==> config.mk <==
export PLATFORM = sky130hd
export DESIGN_NAME = cbu_top
export DESIGN_NICKNAME = d
export VERILOG_FILES = /design/src/rtl/cbu_pkg.sv /design/src/rtl/cbu_ops_if.sv /design/src/rtl/cbu_top.sv /design/src/rtl/cbu_compare.sv /design/src/rtl/cbu_bitfield.sv
export SDC_FILE = /design/constraint.sdc
export NUM_CORES = 1
export LEC_CHECK = 0
export BUFFER_PORTS_ARGS = -buffer_cell sky130_fd_sc_hd__buf_4
export CAP_MARGIN = 20
export CORE_ASPECT_RATIO = 1.1
export CORE_MARGIN = 2
export CORE_UTILIZATION = 54
export CTS_CLUSTER_DIAMETER = 60
export DETAILED_ROUTE_END_ITERATION = 10
export GPL_TIMING_DRIVEN = 0
export PLACE_DENSITY = 0.88
export SKIP_LAST_GASP = 1
export SLEW_MARGIN = 25
export SYNTH_ARGS = -nofsm -noshare
export SYNTH_HDL_FRONTEND = slang
export SYNTH_SLANG_ARGS = --single-unit
export TNS_END_PERCENT = 30
==> constraint.sdc <==
create_clock -name CLK_IN -period 2.31 [get_ports CLK_IN]
set_input_delay 0.462 -clock CLK_IN [delete_from_list [all_inputs] [get_ports CLK_IN]]
set_output_delay 0.462 -clock CLK_IN [all_outputs]
set_load 0.01 [all_outputs]
==> src/rtl/cbu_pkg.sv <==
// Constants, opcodes and shared helpers of the compare/branch/bit-field unit
package cbu_pkg;

    localparam int WORD_W = 32;
    localparam int CC_SKIP_BIT = 2;
    localparam int RESULT_LATENCY = 1;

    localparam logic [2:0] CC_LESS = 3'h4;
    localparam logic [2:0] CC_EQUAL = 3'h2;
    localparam logic [2:0] CC_GREATER = 3'h1;
    localparam logic [2:0] CC_CLEAR = 3'h0;
    localparam logic [2:0] CC_RESET = 3'h0;

    localparam logic [4:0] LINK_GLOBAL_REG = 5'h1E;
    localparam logic [4:0] REG_RESET = 5'h00;
    localparam logic [31:0] WORD_ZERO = 32'h0000_0000;
    localparam logic [31:0] WORD_ONE = 32'h0000_0001;
    localparam logic [5:0] FIELD_FULL = 6'h20;

    // Operations handled by the unit
    typedef enum logic [4:0] {
        OP_EXTRACT,
        OP_MODIFY,
        OP_SCANBYTE,
        OP_LOAD_SHORT,
        OP_CMPI,
        OP_CMPO,
        OP_CONCMPI,
        OP_CONCMPO,
        OP_CMPINCI,
        OP_CMPINCO,
        OP_CMPDECI,
        OP_CMPDECO,
        OP_BRANCH,
        OP_JUMP_EXTENDED,
        OP_BRANCH_LINK,
        OP_JUMP_EXTENDED_LINK,
        OP_BRANCH_IF,
        OP_CMP_BRANCH_I,
        OP_CMP_BRANCH_O,
        OP_CHECK_BIT_BRANCH,
        OP_TEST
    } cbu_op_e;

    // Selector 000 matches an all-clear code, otherwise any common bit
    function automatic logic cbu_cond_match(input logic [2:0] cc,
                                            input logic [2:0] sel);
        if (sel == CC_CLEAR)
        begin
            return cc == CC_CLEAR;
        end
        return (cc & sel) != CC_CLEAR;
    endfunction

endpackage

==> src/rtl/cbu_ops_if.sv <==
// Operand and result bundle between the core and its datapath slices
`timescale 1ns/1ps
`default_nettype none
interface cbu_ops_if;
    logic [31:0] opa;
    logic [31:0] opb;
    logic [31:0] opc;
    logic is_signed;
    logic [2:0] cmp_cc;
    logic [2:0] scan_cc;
    logic [2:0] bit_cc;
    logic [31:0] extract_val;
    logic [31:0] merge_val;
    logic [31:0] sext_val;

    modport core (output opa, opb, opc, is_signed,
                  input cmp_cc, scan_cc, bit_cc, extract_val, merge_val,
                  sext_val);
    modport cmp (input opa, opb, is_signed, output cmp_cc, scan_cc);
    modport bf (input opa, opb, opc,
                output bit_cc, extract_val, merge_val, sext_val);
endinterface
`default_nettype wire

==> src/rtl/cbu_top.sv <==
// Compare, branch and bit-field execution unit
`timescale 1ns/1ps
`default_nettype none
module cbu_top (
    // Clock and reset
    input wire logic CLK_IN,
    input wire logic RESETN_IN,
    // Operation request from decode
    input wire logic OP_VALID_IN,
    input wire cbu_pkg::cbu_op_e OP_CODE_IN,
    input wire logic [31:0] SRC1_IN,
    input wire logic [31:0] SRC2_IN,
    input wire logic [31:0] SRC3_IN,
    input wire logic [4:0] DEST_REG_IN,
    input wire logic [2:0] COND_SEL_IN,
    // Instruction pointer and addressing
    input wire logic [31:0] IP_IN,
    input wire logic [31:0] NEXT_IP_IN,
    input wire logic [31:0] DISP_IN,
    input wire logic [31:0] EA_IN,
    input wire logic EA_IP_REL_IN,
    // Register write-back
    output logic RES_WE_OUT,
    output logic [4:0] RES_REG_OUT,
    output logic [31:0] RES_DATA_OUT,
    // Branch redirect
    output logic BRANCH_OUT,
    output logic [31:0] TARGET_IP_OUT,
    // Arithmetic controls condition code
    output logic [2:0] CC_OUT
);
    cbu_ops_if ops ();

    logic [2:0] cc_q;
    logic [2:0] cc_d;
    logic we_q;
    logic we_d;
    logic [4:0] reg_q;
    logic [4:0] reg_d;
    logic [31:0] data_q;
    logic [31:0] data_d;
    logic take_q;
    logic take_d;
    logic [31:0] tgt_q;
    logic [31:0] tgt_d;
    logic [31:0] disp_target;
    logic [31:0] ext_target;

    cbu_compare u_compare (
        .ops(ops)
    );

    cbu_bitfield u_bitfield (
        .ops(ops)
    );

    // Operands go straight to the datapath slices
    assign ops.opa = SRC1_IN;
    assign ops.opb = SRC2_IN;
    assign ops.opc = SRC3_IN;
    assign ops.is_signed = OP_CODE_IN inside {cbu_pkg::OP_CMPI,
        cbu_pkg::OP_CONCMPI, cbu_pkg::OP_CMPINCI, cbu_pkg::OP_CMPDECI,
        cbu_pkg::OP_CMP_BRANCH_I};

    // Branch targets: pointer-relative or effective address
    assign disp_target = IP_IN + DISP_IN;
    assign ext_target = EA_IP_REL_IN ? disp_target : EA_IN;

    // Next state of code, write-back and redirect
    always_comb
    begin
        cc_d = cc_q;
        we_d = 1'b0;
        reg_d = DEST_REG_IN;
        data_d = cbu_pkg::WORD_ZERO;
        take_d = 1'b0;
        tgt_d = disp_target;
        if (OP_VALID_IN)
        begin
            unique case (OP_CODE_IN)
                cbu_pkg::OP_EXTRACT:
                begin
                    we_d = 1'b1;
                    data_d = ops.extract_val;
                end
                cbu_pkg::OP_MODIFY:
                begin
                    we_d = 1'b1;
                    data_d = ops.merge_val;
                end
                cbu_pkg::OP_SCANBYTE:
                begin
                    cc_d = ops.scan_cc;
                end
                cbu_pkg::OP_LOAD_SHORT:
                begin
                    we_d = 1'b1;
                    data_d = ops.sext_val;
                end
                cbu_pkg::OP_CMPI, cbu_pkg::OP_CMPO:
                begin
                    cc_d = ops.cmp_cc;
                end
                cbu_pkg::OP_CONCMPI, cbu_pkg::OP_CONCMPO:
                begin
                    if (!cc_q[cbu_pkg::CC_SKIP_BIT])
                    begin
                        cc_d = ops.cmp_cc;
                    end
                end
                cbu_pkg::OP_CMPINCI, cbu_pkg::OP_CMPINCO:
                begin
                    cc_d = ops.cmp_cc;
                    we_d = 1'b1;
                    data_d = SRC2_IN + cbu_pkg::WORD_ONE;
                end
                cbu_pkg::OP_CMPDECI, cbu_pkg::OP_CMPDECO:
                begin
                    cc_d = ops.cmp_cc;
                    we_d = 1'b1;
                    data_d = SRC2_IN - cbu_pkg::WORD_ONE;
                end
                cbu_pkg::OP_BRANCH:
                begin
                    take_d = 1'b1;
                end
                cbu_pkg::OP_JUMP_EXTENDED:
                begin
                    take_d = 1'b1;
                    tgt_d = ext_target;
                end
                cbu_pkg::OP_BRANCH_LINK:
                begin
                    take_d = 1'b1;
                    we_d = 1'b1;
                    reg_d = cbu_pkg::LINK_GLOBAL_REG;
                    data_d = NEXT_IP_IN;
                end
                cbu_pkg::OP_JUMP_EXTENDED_LINK:
                begin
                    take_d = 1'b1;
                    tgt_d = ext_target;
                    we_d = 1'b1;
                    data_d = NEXT_IP_IN;
                end
                cbu_pkg::OP_BRANCH_IF:
                begin
                    take_d = cbu_pkg::cbu_cond_match(cc_q,
                                                     COND_SEL_IN);
                end
                cbu_pkg::OP_CMP_BRANCH_I, cbu_pkg::OP_CMP_BRANCH_O:
                begin
                    cc_d = ops.cmp_cc;
                    take_d = cbu_pkg::cbu_cond_match(ops.cmp_cc, COND_SEL_IN);
                end
                cbu_pkg::OP_CHECK_BIT_BRANCH:
                begin
                    cc_d = ops.bit_cc;
                    take_d = cbu_pkg::cbu_cond_match(ops.bit_cc, COND_SEL_IN);
                end
                cbu_pkg::OP_TEST:
                begin
                    we_d = 1'b1;
                    data_d = cbu_pkg::cbu_cond_match(cc_q, COND_SEL_IN)
                             ? cbu_pkg::WORD_ONE
                             : cbu_pkg::WORD_ZERO;
                end
                default:
                begin
                    we_d = 1'b0;
                end
            endcase
        end
    end

    // Condition code of the arithmetic controls
    always_ff @(posedge CLK_IN or negedge RESETN_IN)
    begin
        if (!RESETN_IN)
        begin
            cc_q <= cbu_pkg::CC_RESET;
        end
        else
        begin
            cc_q <= cc_d;
        end
    end

    // Register write-back stage
    always_ff @(posedge CLK_IN or negedge RESETN_IN)
    begin
        if (!RESETN_IN)
        begin
            we_q <= 1'b0;
            reg_q <= cbu_pkg::REG_RESET;
            data_q <= cbu_pkg::WORD_ZERO;
        end
        else
        begin
            we_q <= we_d;
            reg_q <= reg_d;
            data_q <= data_d;
        end
    end

    // Redirect stage; target holds until the next taken branch
    always_ff @(posedge CLK_IN or negedge RESETN_IN)
    begin
        if (!RESETN_IN)
        begin
            take_q <= 1'b0;
            tgt_q <= cbu_pkg::WORD_ZERO;
        end
        else
        begin
            take_q <= take_d;
            if (take_d)
            begin
                tgt_q <= tgt_d;
            end
        end
    end

    assign CC_OUT = cc_q;
    assign RES_WE_OUT = we_q;
    assign RES_REG_OUT = reg_q;
    assign RES_DATA_OUT = data_q;
    assign BRANCH_OUT = take_q;
    assign TARGET_IP_OUT = tgt_q;
endmodule
`default_nettype wire

==> src/rtl/cbu_compare.sv <==
// Magnitude compare and byte-lane scan
`timescale 1ns/1ps
`default_nettype none
module cbu_compare (
    cbu_ops_if.cmp ops
);
    logic lt;
    logic [3:0] lane_eq;

    // Signed or unsigned ordering of opa against opb
    always_comb
    begin
        if (ops.is_signed)
        begin
            lt = $signed(ops.opa) < $signed(ops.opb);
        end
        else
        begin
            lt = ops.opa < ops.opb;
        end
    end

    // Code encoding of the compare result
    assign ops.cmp_cc = (ops.opa == ops.opb) ? cbu_pkg::CC_EQUAL :
                        lt ? cbu_pkg::CC_LESS : cbu_pkg::CC_GREATER;

    // Byte lanes compared pairwise
    always_comb
    begin
        for (int i = 0; i < 4; i++)
        begin
            lane_eq[i] = ops.opa[8*i +: 8] == ops.opb[8*i +: 8];
        end
    end

    assign ops.scan_cc = (|lane_eq) ? cbu_pkg::CC_EQUAL
                                    : cbu_pkg::CC_CLEAR;
endmodule
`default_nettype wire

==> src/rtl/cbu_bitfield.sv <==
// Field extract, masked merge, half-word widening and bit check
`timescale 1ns/1ps
`default_nettype none
module cbu_bitfield (
    cbu_ops_if.bf ops
);
    logic [5:0] len;
    logic [32:0] field_mask;

    // Length of 32 or more keeps the whole shifted word
    assign len = (ops.opb[5:0] > cbu_pkg::FIELD_FULL) ? cbu_pkg::FIELD_FULL
                                                       : ops.opb[5:0];
    assign field_mask = (33'h0_0000_0001 << len) - 33'h0_0000_0001;

    // opa = bit position, opb = length, opc = source word
    assign ops.extract_val = (ops.opc >> ops.opa[4:0])
                             & field_mask[31:0];

    // opa = mask, opb = source, opc = old destination
    assign ops.merge_val = (ops.opb & ops.opa)
                           | (ops.opc & ~ops.opa);

    // Half word in opa widened with its sign
    assign ops.sext_val = {{16{ops.opa[15]}}, ops.opa[15:0]};

    // opa = bit index, opb = tested word
    assign ops.bit_cc = ops.opb[ops.opa[4:0]] ? cbu_pkg::CC_EQUAL
                                              : cbu_pkg::CC_CLEAR;
endmodule
`default_nettype wire

==> impl_metrics.json <==
{
  "status": "finished with violations",
  "violations": "setup timing",
  "worst_pin_slew_ps": 915.3,
  "core.rowCount": 53,
  "diodes": 0,
  "dp.cells": 1906,
  "path_max_fanout": 10,
  "synth_nets": 1687,
  "clockBufferDepth": 2,
  "grt_usage_pct": 49.55,
  "synthArstFlopShare_pct": 100.0,
  "ys_ff_latch": 74,
  "synth-edff-count": 0,
  "floorplan.die.width_um": 137.1,
  "first_pass_iters": 8,
  "rsz0062_at_grt": "true",
  "irDropWorstVdd_mv": 0.4621,
  "period_share_pct": 146.9,
  "final_core_util_pct": 75.37,
  "nets": 2047,
  "fin_ws_ps": -1084,
  "grt_pass1_vias": 12966,
  "drv_slew": 0,
  "layout-drive-gt1-share_pct": 30.44,
  "io_pins": 315,
  "cts_tree": "done",
  "worstSetupPathType": "input pin to register",
  "synth.area.top_cells": "dfrtp_1, ha_1, a21oi_1",
  "postPlaceCellArea_mm2": 0.01328,
  "final.min_clock_period_ps": 3394,
  "io_buffers": 309,
  "synth_top_area_share_pct": 17.61,
  "antenna_found_initial": 2,
  "r2r-start": "CC_OUT[0]",
  "setup_viol": 68,
  "dieArea_mm2": 0.02061,
  "maxCapViolations": 0,
  "syn-instance-count": 1350,
  "avgSynthCellArea_um2": 7.789,
  "endpoint_kind": "register",
  "grt_start_max_net_pins": 75,
  "finalClockSkew_ps": 4.674,
  "wirelength_mm": 52.91,
  "first_iter_violations": 1681,
  "arrival_ps": 3670,
  "core-area_mm2": 0.01910,
  "overflow": 0,
  "cts.sinks": 74,
  "power.density_mw_per_mm2": 481.9,
  "p_leak_nw": 6.659,
  "reg2reg_depth": 9,
  "via_per_inst": 6.981,
  "ys_warn_count": 0,
  "ant_nets": 0,
  "final_area_mm2": 0.01440,
  "gp_congestion": 1.125,
  "ys_seq_area_share_pct": 17.61,
  "instances_no_fill": 1962,
  "holdCritPathClass": "input pin to asynchronous set/reset pin",
  "clk_pin_slew_ps": 90,
  "dieHeight_um": 150.4,
  "areaGrowthSynthToFinish_pct": 36.90,
  "initial_utilization_pct": 55.06,
  "r2r-end": "TARGET_IP_OUT[22]",
  "yosysTopAreaCell": "dfrtp_1",
  "hold_violations": 0,
  "cts_root_buffer": "clkbuf_16",
  "synth-main-ff-cell": "dfrtp_1",
  "synth_area_mm2": 0.01052,
  "whs_ps": 128.2,
  "grt_pass1_wl_mm": 75.83,
  "route.detailed.drc": 0,
  "worstSkewPairLatency_ps": 360,
  "avgRoutedWirePerCell_um": 26.97,
  "start_kind": "input pin",
  "regToRegSetupSlack_ps": -180,
  "max_freq_mhz": 294.6,
  "cts_buffers": 9,
  "vias": 13697,
  "dp_hpwl_mm": 39.12,
  "maxSlewHeadroom_pct": 38.98,
  "worstPathRequired_ps": 2590,
  "ctsHtreeMaxLevel": 3,
  "ys_types": 76
}
routing by layer:
metal	up-vias	wire, um	GRT usage [%]
li1	5787	-	-
met2	1291	23020	76.32
met5	-	0	0
met1	6258	17060	55.38
met4	0	5192	38.45
met3	361	7633	17.81
power by group:
part           leakage, nW  switching (W)  internal [W]
Clock                0.145       0.000752      0.000860
Combinational         5.57        0.00187       0.00170
Sequential           0.947       0.000192       0.00157
per-stage QoR:
step,power [W],setup WS (ps),TNS (ps)
2_1_floorplan,0.003513,-1049,-50380
3_3_place_gp,0.004881,-2022,-106770
3_5_place_dp,0.004959,-2068,-108860
4_1_cts,0.006698,-929.9,-50170
5_1_grt,0.007176,-1164,-62620
6_report,0.006937,-1084,-58340
flip-flops by register name (all words and copies together), names as in the netlist:
register       count
RES_WE_OUT         1
RES_REG_OUT        5
RES_DATA_OUT      32
BRANCH_OUT         1
CC_OUT             3
TARGET_IP_OUT     32
worst max-delay path, cell delays in order:
cell      delay, ps
buf_4           120
buf_2           200
buf_4           220
buf_1           320
buf_2           340
nor3b_1         600
mux2i_1         320
nand2_1         130
o21ai_0         120
nor3_1          460
a211oi_1        170
o22ai_1         200
placed cells by master, fill, tap and decap left out, drive strengths merged, types with 12 or more instances in the layout:
master and instances:
o21a 12, xnor2 30, ha 94, nand3 27, nor3 28, clkbuf 68, mux2 35, nor2b 16
a21o 29, nand4 16, buf 367, a21oi 175, mux4 29, o21ai 113, dfrtp 74, a31oi 29
nand2 157, xor2 26, a211oi 34, o22ai 12, nor2 90, mux2i 42, inv 53, and3 13
logic make-up after synthesis:
logic type / share of synthesized area (%)
and+or+nand+nor: 17.49
adders and majority gates: 11.57
buffers and inverters: 5.140
AOI/OAI and AO/OA: 28.61
muxes: 14.92
DFF: 17.61
xor gates and xnor gates: 4.664
layout make-up:
class	instances	area, um^2
Inverter	55	229.0
Multi-Input combinational cell	1144	8478
Fill cell	1398	4703
Sequential cell	74	1852
Clock buffer	9	225.2
Clock inverter	7	82.58
Timing Repair Buffer	348	2771
Tap cell	247	309.0
Buffer	78	447.9
Yosys cell counts (all sizes together), types with 30 or more instances:
cell,number
dfrtp,74
mux2,35
inv,50
a21oi,175
mux2i,42
clkbuf,59
xnor2,30
a211oi,34
ha,94
nand2,157
nor2,90
o21ai,113
worst max-delay path by stage:
stage / slack (ps) / end / cells past startpoint / from
2_1_floorplan: -1050 / RES_DATA_OUT[28] / 13 / OP_CODE_IN[1]
3_3_place_gp: -2020 / TARGET_IP_OUT[8] / 14 / SRC2_IN[17]
3_5_place_dp: -2070 / TARGET_IP_OUT[6] / 14 / SRC2_IN[17]
4_1_cts: -930 / RES_DATA_OUT[28] / 13 / OP_CODE_IN[1]
5_1_grt: -1160 / TARGET_IP_OUT[28] / 14 / DISP_IN[0]
6_report: -1080 / RES_DATA_OUT[19] / 12 / SRC1_IN[1]
timing repair:
action	4_1_cts	5_1_grt
setup endpoints to repair	68	68
hold buffers	0	0
pin swaps	23	8
setup buffers	19	18
resized for setup	85	15
gates cloned	5	0
No activity file was read; power rests on OpenSTA's default activity.
